$ cat src/pbl_pkg.sv
// Constants, register map and carrier types for the panel button/lamp block.
// Assumes a 100 MHz system clock and an AXI4-Lite register slave.
package pbl_pkg;
  localparam int unsigned NUM_BTN = 4;
  localparam int unsigned NUM_IND = 6;
  localparam int unsigned ADDR_W  = 8;

  // Byte offsets of the registers
  localparam logic [7:0] OFS_LATCH_SEL = 8'h00;
  localparam logic [7:0] OFS_SEPARATE  = 8'h04;
  localparam logic [7:0] OFS_PRESSED   = 8'h08;
  localparam logic [7:0] OFS_FORCE_EQ  = 8'h0C;
  localparam logic [7:0] OFS_FORCE_OR  = 8'h10;
  localparam logic [7:0] OFS_FORCE_AND = 8'h14;
  localparam logic [7:0] OFS_BTN_ON    = 8'h18;
  localparam logic [7:0] OFS_BTN_FLASH = 8'h1C;
  localparam logic [7:0] OFS_IND_ON    = 8'h20;
  localparam logic [7:0] OFS_IND_FLASH = 8'h24;

  // Force word: low nibble carries values, next nibble selects buttons
  localparam int unsigned FORCE_SEL_LSB = 4;

  localparam logic [1:0] RESP_OKAY   = 2'h0;
  localparam logic [1:0] RESP_SLVERR = 2'h2;

  // Flash half period
  localparam int unsigned FLASH_HALF_MS  = 250;
  localparam int unsigned CLK_KHZ        = 100000;
  localparam int unsigned FLASH_HALF_CYC = FLASH_HALF_MS * CLK_KHZ;

  typedef enum logic [1:0] {
    PBL_FORCE_NONE = 2'h0,
    PBL_FORCE_EQ   = 2'h1,
    PBL_FORCE_OR   = 2'h3,
    PBL_FORCE_AND  = 2'h2
  } pbl_force_op_t;

  // One force command toward the button logic
  typedef struct packed {
    pbl_force_op_t            op;
    logic [NUM_BTN-1:0]       sel;
    logic [NUM_BTN-1:0]       val;
  } pbl_force_t;

  // Host lamp control for one lamp group
  typedef struct packed {
    logic [NUM_IND-1:0] on;
    logic [NUM_IND-1:0] flash;
  } pbl_lamp_ctl_t;
endpackage

$ cat src/pbl_flash_div.sv
// Free-running divider giving a square flash phase for every lamp.
// Assumes one system clock; the phase is shared so lamps blink together.
module pbl_flash_div #(
  parameter int unsigned HALF_CYC = pbl_pkg::FLASH_HALF_CYC
) (
  input  wire logic aclk,
  input  wire logic aresetn,
  output logic      phase_q
);
  localparam int unsigned CW = $clog2(HALF_CYC + 1);
  localparam logic [CW-1:0] LAST = CW'(HALF_CYC - 1);

  logic [CW-1:0] cnt_q;
  logic [CW-1:0] cnt_d;
  logic          phase_d;

  // Count one half period, then flip the phase
  always_comb begin
    cnt_d   = cnt_q + CW'(1);
    phase_d = phase_q;
    if (cnt_q >= LAST) begin
      cnt_d   = '0;
      phase_d = ~phase_q;
    end
  end

  always_ff @(posedge aclk) begin
    if (!aresetn) begin
      cnt_q   <= '0;
      phase_q <= 1'b0;
    end else begin
      cnt_q   <= cnt_d;
      phase_q <= phase_d;
    end
  end
endmodule

$ cat src/pbl_button.sv
// Per-button state: momentary follow or alternate latch, plus host forces.
// Assumes press input already synchronised to aclk.
module pbl_button (
  input  wire logic              aclk,
  input  wire logic              aresetn,
  input  wire logic              latch_sel,
  input  wire logic              press,
  input  wire pbl_pkg::pbl_force_op_t op,
  input  wire logic              val,
  output logic                   state_q
);
  logic press_q;
  logic state_d;

  // Latch toggles on press edge; force acts only in latch mode
  always_comb begin
    state_d = state_q;
    if (!latch_sel) begin
      state_d = press;
    end else begin
      if (press && !press_q) begin
        state_d = ~state_q;
      end
      case (op)
        pbl_pkg::PBL_FORCE_EQ:  state_d = val;
        pbl_pkg::PBL_FORCE_OR:  state_d = state_q | val;
        pbl_pkg::PBL_FORCE_AND: state_d = ~(state_q & val);
        default:                state_d = state_d;
      endcase
    end
  end

  always_ff @(posedge aclk) begin
    if (!aresetn) begin
      press_q <= 1'b0;
      state_q <= 1'b0;
    end else begin
      press_q <= press;
      state_q <= state_d;
    end
  end
endmodule

$ cat src/pbl_panel.sv
// Operator panel top: AXI4-Lite registers, four buttons, lamp drive.
// Assumes raw button pins from outside; host on AXI4-Lite at aclk.
// Operation
// - Each button selects latching alternate action or momentary follow.
// - Latch selects are read/write; pressed state follows selected mode.
// - Assign force sets button state to supplied value; the code applies it only to buttons in latch mode.
// - OR force sets state to present state OR supplied value; the code applies it only to buttons in latch mode.
// - AND force sets state to NOT(present state AND value); the code applies it only to buttons in latch mode.
// - Read-only pressed flag reported for each of four buttons.
// - Separation bit read/write; when set host owns button lamps.
// - Write-only host on control per button lamp, used under separation.
// - Write-only host flash per button lamp, needs on and separation.
// - Six indicator lamps each switched by write-only on control.
// - Indicator flashes when flash set, only while its on is set.
//
// The register offsets and register access over AXI4-Lite were chosen for this implementation.
module pbl_panel #(
  parameter int unsigned FLASH_HALF_CYC = pbl_pkg::FLASH_HALF_CYC
) (
  input  wire logic                         aclk,
  input  wire logic                         aresetn,
  input  wire logic [pbl_pkg::ADDR_W-1:0]   s_axi_awaddr,
  input  wire logic                         s_axi_awvalid,
  output logic                              s_axi_awready,
  input  wire logic [31:0]                  s_axi_wdata,
  input  wire logic [3:0]                   s_axi_wstrb,
  input  wire logic                         s_axi_wvalid,
  output logic                              s_axi_wready,
  output logic [1:0]                        s_axi_bresp,
  output logic                              s_axi_bvalid,
  input  wire logic                         s_axi_bready,
  input  wire logic [pbl_pkg::ADDR_W-1:0]   s_axi_araddr,
  input  wire logic                         s_axi_arvalid,
  output logic                              s_axi_arready,
  output logic [31:0]                       s_axi_rdata,
  output logic [1:0]                        s_axi_rresp,
  output logic                              s_axi_rvalid,
  input  wire logic                         s_axi_rready,
  input  wire logic [pbl_pkg::NUM_BTN-1:0]  button_press,
  output logic [pbl_pkg::NUM_BTN-1:0]       button_lamp_q,
  output logic [pbl_pkg::NUM_IND-1:0]       indicator_lamp_q
);
  localparam int unsigned NB = pbl_pkg::NUM_BTN;
  localparam int unsigned NI = pbl_pkg::NUM_IND;

  // Write channel state
  logic                  aw_held_q, aw_held_d;
  logic [7:0]            aw_addr_q, aw_addr_d;
  logic                  w_held_q, w_held_d;
  logic [31:0]           w_data_q, w_data_d;
  logic                  w_strb0_q, w_strb0_d;
  logic                  bvalid_q, bvalid_d;
  logic [1:0]            bresp_q, bresp_d;
  // Read channel state
  logic                  rvalid_q, rvalid_d;
  logic [31:0]           rdata_q, rdata_d;
  logic [1:0]            rresp_q, rresp_d;
  // Control registers
  logic [NB-1:0]         latch_sel_q, latch_sel_d;
  logic                  separate_q, separate_d;
  logic [NB-1:0]         btn_on_q, btn_on_d;
  logic [NB-1:0]         btn_flash_q, btn_flash_d;
  pbl_pkg::pbl_lamp_ctl_t ind_q, ind_d;
  pbl_pkg::pbl_force_t   force_q, force_d;
  // Lamp outputs
  logic [NB-1:0]         btn_lamp_d;
  logic [NI-1:0]         ind_lamp_d;
  // Pin synchroniser and button states
  logic [NB-1:0]         press_meta_q, press_sync_q;
  logic [NB-1:0]         pressed;
  logic                  phase;
  logic                  do_write;
  logic                  awready_q, awready_d;
  logic                  wready_q, wready_d;
  logic                  arready_q, arready_d;

  // True for every mapped offset; reused by both channels
  function automatic logic is_mapped(input logic [7:0] a);
    case (a)
      pbl_pkg::OFS_LATCH_SEL, pbl_pkg::OFS_SEPARATE, pbl_pkg::OFS_PRESSED,
      pbl_pkg::OFS_FORCE_EQ, pbl_pkg::OFS_FORCE_OR, pbl_pkg::OFS_FORCE_AND,
      pbl_pkg::OFS_BTN_ON, pbl_pkg::OFS_BTN_FLASH, pbl_pkg::OFS_IND_ON,
      pbl_pkg::OFS_IND_FLASH: is_mapped = 1'b1;
      default:                is_mapped = 1'b0;
    endcase
  endfunction

  assign do_write = aw_held_q && w_held_q && !bvalid_q;

  // Write path: address and data taken in either order, then response
  always_comb begin
    aw_held_d   = aw_held_q;
    aw_addr_d   = aw_addr_q;
    w_held_d    = w_held_q;
    w_data_d    = w_data_q;
    w_strb0_d   = w_strb0_q;
    bvalid_d    = bvalid_q;
    bresp_d     = bresp_q;
    latch_sel_d = latch_sel_q;
    separate_d  = separate_q;
    btn_on_d    = btn_on_q;
    btn_flash_d = btn_flash_q;
    ind_d       = ind_q;
    force_d     = '0;  // Force is a one-cycle command
    if (s_axi_awvalid && s_axi_awready) begin
      aw_held_d = 1'b1;
      aw_addr_d = {s_axi_awaddr[7:2], 2'b00};
    end
    if (s_axi_wvalid && s_axi_wready) begin
      w_held_d  = 1'b1;
      w_data_d  = s_axi_wdata;
      w_strb0_d = s_axi_wstrb[0];
    end
    if (bvalid_q && s_axi_bready) begin
      bvalid_d = 1'b0;
    end
    if (do_write) begin
      aw_held_d = 1'b0;
      w_held_d  = 1'b0;
      bvalid_d  = 1'b1;
      bresp_d   = is_mapped(aw_addr_q) ? pbl_pkg::RESP_OKAY
                                       : pbl_pkg::RESP_SLVERR;
      // Only the low lane holds fields, so only its strobe matters
      if (w_strb0_q) begin
        case (aw_addr_q)
          pbl_pkg::OFS_LATCH_SEL: latch_sel_d = w_data_q[NB-1:0];
          pbl_pkg::OFS_SEPARATE:  separate_d  = w_data_q[0];
          pbl_pkg::OFS_BTN_ON:    btn_on_d    = w_data_q[NB-1:0];
          pbl_pkg::OFS_BTN_FLASH: btn_flash_d = w_data_q[NB-1:0];
          pbl_pkg::OFS_IND_ON:    ind_d.on    = w_data_q[NI-1:0];
          pbl_pkg::OFS_IND_FLASH: ind_d.flash = w_data_q[NI-1:0];
          pbl_pkg::OFS_FORCE_EQ: begin
            force_d.op  = pbl_pkg::PBL_FORCE_EQ;
            force_d.val = w_data_q[NB-1:0];
            force_d.sel = w_data_q[pbl_pkg::FORCE_SEL_LSB +: NB];
          end
          pbl_pkg::OFS_FORCE_OR: begin
            force_d.op  = pbl_pkg::PBL_FORCE_OR;
            force_d.val = w_data_q[NB-1:0];
            force_d.sel = w_data_q[pbl_pkg::FORCE_SEL_LSB +: NB];
          end
          pbl_pkg::OFS_FORCE_AND: begin
            force_d.op  = pbl_pkg::PBL_FORCE_AND;
            force_d.val = w_data_q[NB-1:0];
            force_d.sel = w_data_q[pbl_pkg::FORCE_SEL_LSB +: NB];
          end
          default: force_d = '0;
        endcase
      end
    end
    // Readies registered from next state so each port leaves a flop
    awready_d = !aw_held_d && !bvalid_d;
    wready_d  = !w_held_d && !bvalid_d;
  end

  // Read path: one read at a time, data from registers
  always_comb begin
    rvalid_d = rvalid_q;
    rdata_d  = rdata_q;
    rresp_d  = rresp_q;
    if (rvalid_q && s_axi_rready) begin
      rvalid_d = 1'b0;
    end
    if (s_axi_arvalid && s_axi_arready) begin
      rvalid_d = 1'b1;
      rdata_d  = '0;
      rresp_d  = pbl_pkg::RESP_OKAY;
      case ({s_axi_araddr[7:2], 2'b00})
        pbl_pkg::OFS_LATCH_SEL: rdata_d[NB-1:0] = latch_sel_q;
        pbl_pkg::OFS_SEPARATE:  rdata_d[0]      = separate_q;
        pbl_pkg::OFS_PRESSED:   rdata_d[NB-1:0] = pressed;
        default: begin
          // Write-only controls read as zero
          if (!is_mapped({s_axi_araddr[7:2], 2'b00})) begin
            rresp_d = pbl_pkg::RESP_SLVERR;
          end
        end
      endcase
    end
    arready_d = !rvalid_d;
  end

  // Lamp drive: host owns button lamps only under separation
  always_comb begin
    for (int i = 0; i < NB; i++) begin
      if (separate_q) begin
        btn_lamp_d[i] = btn_on_q[i] && (!btn_flash_q[i] || phase);
      end else begin
        btn_lamp_d[i] = pressed[i];
      end
    end
    for (int j = 0; j < NI; j++) begin
      ind_lamp_d[j] = ind_q.on[j] && (!ind_q.flash[j] || phase);
    end
  end

  always_ff @(posedge aclk) begin
    if (!aresetn) begin
      aw_held_q        <= 1'b0;
      aw_addr_q        <= '0;
      w_held_q         <= 1'b0;
      w_data_q         <= '0;
      w_strb0_q        <= 1'b0;
      bvalid_q         <= 1'b0;
      bresp_q          <= pbl_pkg::RESP_OKAY;
      rvalid_q         <= 1'b0;
      rdata_q          <= '0;
      rresp_q          <= pbl_pkg::RESP_OKAY;
      latch_sel_q      <= '0;
      separate_q       <= 1'b0;
      btn_on_q         <= '0;
      btn_flash_q      <= '0;
      ind_q            <= '0;
      force_q          <= '0;
      button_lamp_q    <= '0;
      indicator_lamp_q <= '0;
      press_meta_q     <= '0;
      press_sync_q     <= '0;
      awready_q        <= 1'b0;
      wready_q         <= 1'b0;
      arready_q        <= 1'b0;
    end else begin
      aw_held_q        <= aw_held_d;
      aw_addr_q        <= aw_addr_d;
      w_held_q         <= w_held_d;
      w_data_q         <= w_data_d;
      w_strb0_q        <= w_strb0_d;
      bvalid_q         <= bvalid_d;
      bresp_q          <= bresp_d;
      rvalid_q         <= rvalid_d;
      rdata_q          <= rdata_d;
      rresp_q          <= rresp_d;
      latch_sel_q      <= latch_sel_d;
      separate_q       <= separate_d;
      btn_on_q         <= btn_on_d;
      btn_flash_q      <= btn_flash_d;
      ind_q            <= ind_d;
      force_q          <= force_d;
      button_lamp_q    <= btn_lamp_d;
      indicator_lamp_q <= ind_lamp_d;
      press_meta_q     <= button_press;
      press_sync_q     <= press_meta_q;
      awready_q        <= awready_d;
      wready_q         <= wready_d;
      arready_q        <= arready_d;
    end
  end

  // Handshake outputs straight from flops
  assign s_axi_awready = awready_q;
  assign s_axi_wready  = wready_q;
  assign s_axi_bvalid  = bvalid_q;
  assign s_axi_bresp   = bresp_q;
  assign s_axi_arready = arready_q;
  assign s_axi_rvalid  = rvalid_q;
  assign s_axi_rdata   = rdata_q;
  assign s_axi_rresp   = rresp_q;

  pbl_flash_div #(
    .HALF_CYC (FLASH_HALF_CYC)
  ) u_div (
    .aclk    (aclk),
    .aresetn (aresetn),
    .phase_q (phase)
  );

  // One state machine per button; forces only reach selected buttons
  for (genvar g = 0; g < NB; g++) begin : g_btn
    pbl_button u_btn (
      .aclk      (aclk),
      .aresetn   (aresetn),
      .latch_sel (latch_sel_q[g]),
      .press     (press_sync_q[g]),
      .op        (force_q.sel[g] ? force_q.op : pbl_pkg::PBL_FORCE_NONE),
      .val       (force_q.val[g]),
      .state_q   (pressed[g])
    );
  end

  // Checks beside the logic
  a_momentary_follow: assert property (
    @(posedge aclk) disable iff (!aresetn)
    (!latch_sel_q[0] && $stable(latch_sel_q[0]))
      |=> pressed[0] == $past(press_sync_q[0]))
    else $error("momentary button does not follow press");
  a_force_equal: assert property (
    @(posedge aclk) disable iff (!aresetn)
    (force_q.op == pbl_pkg::PBL_FORCE_EQ && force_q.sel[0] && latch_sel_q[0])
      |=> pressed[0] == $past(force_q.val[0]))
    else $error("assign force not applied");
  a_force_or: assert property (
    @(posedge aclk) disable iff (!aresetn)
    (force_q.op == pbl_pkg::PBL_FORCE_OR && force_q.sel[0] &&
     force_q.val[0] && latch_sel_q[0]) |=> pressed[0])
    else $error("or force did not press");
  a_force_and: assert property (
    @(posedge aclk) disable iff (!aresetn)
    (force_q.op == pbl_pkg::PBL_FORCE_AND && force_q.sel[0] &&
     latch_sel_q[0]) |=> pressed[0] == !($past(pressed[0]) &&
     $past(force_q.val[0])))
    else $error("and force wrong");
  a_sep_lamp: assert property (
    @(posedge aclk) disable iff (!aresetn)
    (!separate_q) |=> button_lamp_q[0] == $past(pressed[0]))
    else $error("button lamp not showing pressed state");
  a_host_lamp_off: assert property (
    @(posedge aclk) disable iff (!aresetn)
    (separate_q && !btn_on_q[1]) |=> !button_lamp_q[1])
    else $error("button lamp lit without on control");
  a_ind_steady: assert property (
    @(posedge aclk) disable iff (!aresetn)
    (!ind_q.flash[2]) |=> indicator_lamp_q[2] == $past(ind_q.on[2]))
    else $error("indicator not steady");
  a_ind_flash: assert property (
    @(posedge aclk) disable iff (!aresetn)
    (ind_q.on[0] && ind_q.flash[0]) |=> indicator_lamp_q[0] == $past(phase))
    else $error("indicator not flashing with phase");
  a_write_resp: assert property (
    @(posedge aclk) disable iff (!aresetn)
    do_write |=> s_axi_bvalid)
    else $error("write response missing");
  a_read_pressed: assert property (
    @(posedge aclk) disable iff (!aresetn)
    (s_axi_arvalid && s_axi_arready && s_axi_araddr == pbl_pkg::OFS_PRESSED)
      |=> s_axi_rdata[NB-1:0] == $past(pressed))
    else $error("pressed read wrong");
endmodule

$ cat config.mk
export PLATFORM = sky130hd
export DESIGN_NAME = pbl_panel
export DESIGN_NICKNAME = d
export VERILOG_FILES = /design/src/pbl_pkg.sv /design/src/pbl_flash_div.sv /design/src/pbl_button.sv /design/src/pbl_panel.sv
export SDC_FILE = /design/constraint.sdc
export NUM_CORES = 1
export LEC_CHECK = 0
export BUFFER_PORTS_ARGS = -buffer_cell sky130_fd_sc_hd__buf_2
export CAP_MARGIN = 20
export CORE_MARGIN = 1
export CORE_UTILIZATION = 39
export CTS_BUF_LIST = sky130_fd_sc_hd__clkbuf_8
export DETAILED_ROUTE_END_ITERATION = 6
export PLACE_DENSITY = 0.65
export SETUP_SLACK_MARGIN = 0.1
export SLEW_MARGIN = 10
export SYNTH_ARGS = -nofsm -noshare
export SYNTH_HDL_FRONTEND = slang
export SYNTH_SLANG_ARGS = --single-unit
$ cat constraint.sdc
create_clock -name aclk -period 4.35 [get_ports aclk]
set_input_delay 1.0875 -clock aclk [delete_from_list [all_inputs] [get_ports aclk]]
set_output_delay 1.0875 -clock aclk [all_outputs]
set_load 0.01 [all_outputs]
Word-level counts from Yosys, hierarchy flattened
Cells that the tools add are included.

Bits in registers: 117. Logic and storage cells: 194.

Add/sub/neg operators: 1. $lt $le $gt $ge: 1. Equality and inequality tests: 34. Muxes and demuxes: 39. Bitwise gates (word level): 18. Reduce and logical (&&, ||, !) cells: 65.

Operator list (number): equality test 6 x 3 -> 1 bit (second input constant) (8); one-hot mux 10 bit (3 select lines) (1); adder 25 x 1 -> 25 bit (second input constant) (1); >= comparator 25 bit (second input constant) (1); 2-to-1 mux 1 bit (25); equality test 6 x 2 -> 1 bit (second input constant) (4); equality test 6 x 4 -> 1 bit (second input constant) (4); logical AND 1 bit (23); AND reduction 3 bit (7); != test 5 x 1 -> 1 bit (second input constant) (4); OR reduction 10 bit (2); logical NOT 1 bit (19); equality test 2 bit (second input constant) (8); one-hot mux 1 bit (3 select lines) (5); 2-to-1 mux 2 bit (7); equality test 6 x 1 -> 1 bit (second input constant) (2); logical OR 1 bit (10); NOT 1 bit (10); equality test 2 x 1 -> 1 bit (second input constant) (4); logical NOT 8 bit (1); logical NOT 6 bit (1); one-hot mux 3 bit (2 select lines) (1); bitwise AND 1 bit (4); OR 1 bit (4); 2 further kinds (2).

Logic depth before layout (Yosys ltp)
Depth after elaboration: 7. Mapped depth: 7.

Cells and area by module
From an unflattened synthesis, not the netlist that was laid out.

Cells, all modules: 559. Area total of the unflattened synthesis: 5315.1 µm².

By module, submodules not included: pbl_panel (times used 1, cells an instance 340, area an instance 3161.8 µm², sequential area each 1621.6 µm²); pbl_flash_div (times used 1, cells an instance 139, area an instance 1382.6 µm², sequential area each 520.5 µm²); pbl_button (times used 4, cells an instance 20, area an instance 192.7 µm², sequential area each 40.0 µm²).

Worst setup path after synthesis
OpenSTA, ideal clock, no wires.

Path type: input-to-reg. Start point: in aresetn. End point: reg force_q[0] (netlist bit). Setup time: 0.060 ns. Arrival time: 1.889 ns. Required time: 4.290 ns. Slack: 2.401 ns. Cell stages on the path: 4. Cells stage by stage: clkbuf_1 -> nand3b_1 -> a21oi_1 -> and2_1.

Word-level cells in the longest chain between the ends: 1.

Ends and longest elaborated chain: start: declaration (RTL line pbl_panel.sv:21) `input wire logic aresetn,`; AND reduction 3 bit (no line); end signal: assignment (RTL line pbl_panel.sv:238) `force_q <= force_d;`; end: declaration (RTL line pbl_panel.sv:64) `pbl_pkg::pbl_force_t force_q, force_d;`.

No other way between the ends. A chain may end at the register's enable or synchronous reset.

Worst setup path after layout
Start point: reg u_div.cnt_q[0]. End point: reg u_div.cnt_q[19].

Word-level cells in the longest chain between the ends: 2. Elaborated cells between the ends (all ways): 3.

Ends and longest elaborated chain: start: declaration (RTL line pbl_flash_div.sv:13) `logic [CW-1:0] cnt_q;`; start signal: assignment (RTL line pbl_flash_div.sv:32) `cnt_q <= cnt_d;`; >= comparator 25 bit (RTL line pbl_flash_div.sv:21) `if (cnt_q >= LAST) begin`; OR reduction 2 bit (no line).

Several ways; a longest one is shown, not always the timed one.

==> reports/qor.yml <==
cts_buffer_depth: 2
fp.dieW_um: 114
end_kind: "flop"
cp_max_fo: 25
p_total_mw: 2.29
rsz0062_at_grt: "false"
worst-path-buf-inv: 0
fin_area_um2: 5640
crit_family: "simple AND/OR/NAND/NOR gates"
post_cts_resized: 0
die_area_um2: 13100
hold_class: "flop to flop"
yosysUniqueCellTypes: 48
drt_first_iter_violations: 98
path_clk_slew_ps: 70
synth_edf_count: 0
drt_pre_antenna_iters: 6
synth_area_per_cell_um2: 9.24
setup_ws_ps: 2090
die_y_um: 114
diodes: 0
tritoncts: "yes"
htree_levels: 4
max_clock_freq_mhz: 443
areaGrowthSynthToFinish_pct: 14.5
relSlewSlack_pct: 35.9
hold_viol: 0
power_density_nw_per_um2: 407
grt_max_degree: 82
yosys_most_used_dff: "dfxtp_1"
drc: 0
holdBufCountCts: 0
layout_common_cells: "dfxtp_1 (115), buf_2 (52), nor2_1 (42), nand2_1 (42)"
wire_per_inst_um: 11.7
ir_worst_vdd_uv: 179
fin_crit_ps: 2260
clock_skew_ps: 9.68
path_cells: "ha_1 -> a21oi_1 -> o21ai_0 -> a32oi_1 -> nand3_1 -> nor2_1"
place_congestion: 0.748
fin_crit_sh_pct: 51.9
ios: 114
grt_first_pass_wirelength_mm: 15.1
arrival_ps: 2590
cts_buffers: 17
final_antenna_net_count: 0
yosys_warnings: 0
drt-total-wl_mm: 8.91
cp.required_ps: 4680
overflow: 0
synthTopCellsByArea: "dfxtp_1 (47%), mux2i_1 (6.7%), buf_4 (4.6%)"
io_buffers: 52
synthCells: 533
tns_ps: 0
post_cts_buffers: 0
dp_hpwl_mm: 6.38
cts_root_buffer: "clkbuf_8"
clk-insertion-delay-late_ps: 410
grt.total_usage_pct: 14.8
core_region_area_um2: 12200
synth_top_area_cell: "dfxtp_1"
maxCapViolCount: 0
numClockSinks: 115
async_flop_share_pct: 0
pre_cts_ws_ps: 1670
maxSlewViolCount: 0
fin_nets: 646
place_area_um2: 5180
rows: 40
grt_pass1_vias: 3402
vias_per_cell: 4.62
outcome: "completed"
max_stage_delay_ps: 730
ys_ff_latch: 115
slowest_stage: "nand3_1"
setup-violations-final: 0
ys_seq_area_share_pct: 46.8
grt_antenna_before_repair: 0
worst_pin_slew_ps: 959
vias: 3517
syn_area_um2: 4920
start_kind: "flop"
layout_commonest_cell: "dfxtp_1"
start_util_pct: 40.5
worstSetupPathType: "flop to flop"
layout-drive-gt1-share_pct: 16.0
power_leakage_nw: 2.29
synth_top_area_share_pct: 46.8
sequential cells by signal, summed over array words and instances, names as in the netlist, 6 cells and up:
| register | count |
|---|---|
| ind_q | 12 |
| u_div.cnt_q | 25 |
| force_q | 10 |
| indicator_lamp_q | 6 |
| aw_addr_q | 6 |
| w_data_q | 8 |
cells in the mapped netlist, drive strengths merged, types with 2 or more instances:
| cell | instances |
|---|---|
| dfxtp | 115 |
| nor2 | 43 |
| nand2 | 42 |
| buf | 34 |
| mux2i | 33 |
| nor2b | 33 |
| and2 | 26 |
| a21boi | 21 |
| nand3 | 21 |
| a21oi | 18 |
| clkbuf | 18 |
| inv | 18 |
| xnor2 | 18 |
| o21ai | 16 |
| nor3 | 11 |
| nand2b | 8 |
| and3b | 7 |
| nor4 | 6 |
| a31oi | 5 |
| nand4 | 5 |
| xor2 | 5 |
| a21o | 4 |
| and3 | 4 |
| o211ai | 4 |
| and4b | 2 |
| nand3b | 2 |
| o21a | 2 |
| or4 | 2 |
metal layers:
layer,vias up,global-route usage [%],wire length (um)
li1,1820,-,-
met1,1620,16.5,4000
met2,68,25.9,4430
met3,9,5.29,387
met4,0,5.45,91
met5,-,0,0
cells by family after synthesis:
group           share of synthesized area [%]
flops                                    46.8
simple gates                             24.8
other cells                            0.0762
mux                                      6.71
xor+xnor                                 4.09
buf+inv                                  8.03
compound gates                           9.28
fa+ha+maj                               0.254
worst paths after layout:
check	from	end	slack, ps	depth (start not counted)
max reg2reg	u_div.cnt_q[0]	u_div.cnt_q[19]	2090	6
min reg2reg	ind_q[0]	indicator_lamp_q[0]	430	1
min	ind_q[0]	indicator_lamp_q[0]	430	1
max	u_div.cnt_q[0]	u_div.cnt_q[19]	2090	6
worst register-to-register path, cell delays in order, from the launching register on:
cell,delay (ps)
dfxtp_1,350
ha_1,260
a21oi_1,120
o21ai_0,100
a32oi_1,310
nand3_1,730
nor2_1,300
where the power goes:
group	internal, mW	switching [mW]
Sequential	1.07	0.0211
Clock	0.695	0.410
Combinational	0.0389	0.0552
through the flow:
stage	std cells	hold WS [ps]	utilization (%)
2_1_floorplan	562	403	-
3_3_place_gp	731	419	42.6
3_5_place_dp	731	421	42.6
4_1_cts	762	431	46.3
5_1_grt	762	446	46.3
6_report	762	429	46.3
final cells by class:
| class | count | area [um^2] |
|---|---|---|
| timing repair buffer | 53 | 268 |
| tap | 168 | 210 |
| clock inverter | 9 | 150 |
| fill | 1184 | 6530 |
| sequential | 115 | 2300 |
| inverter | 18 | 67.6 |
| clock buffer | 22 | 303 |
| multi-input combinational | 377 | 2330 |
Power figures use the tool's default switching activity.
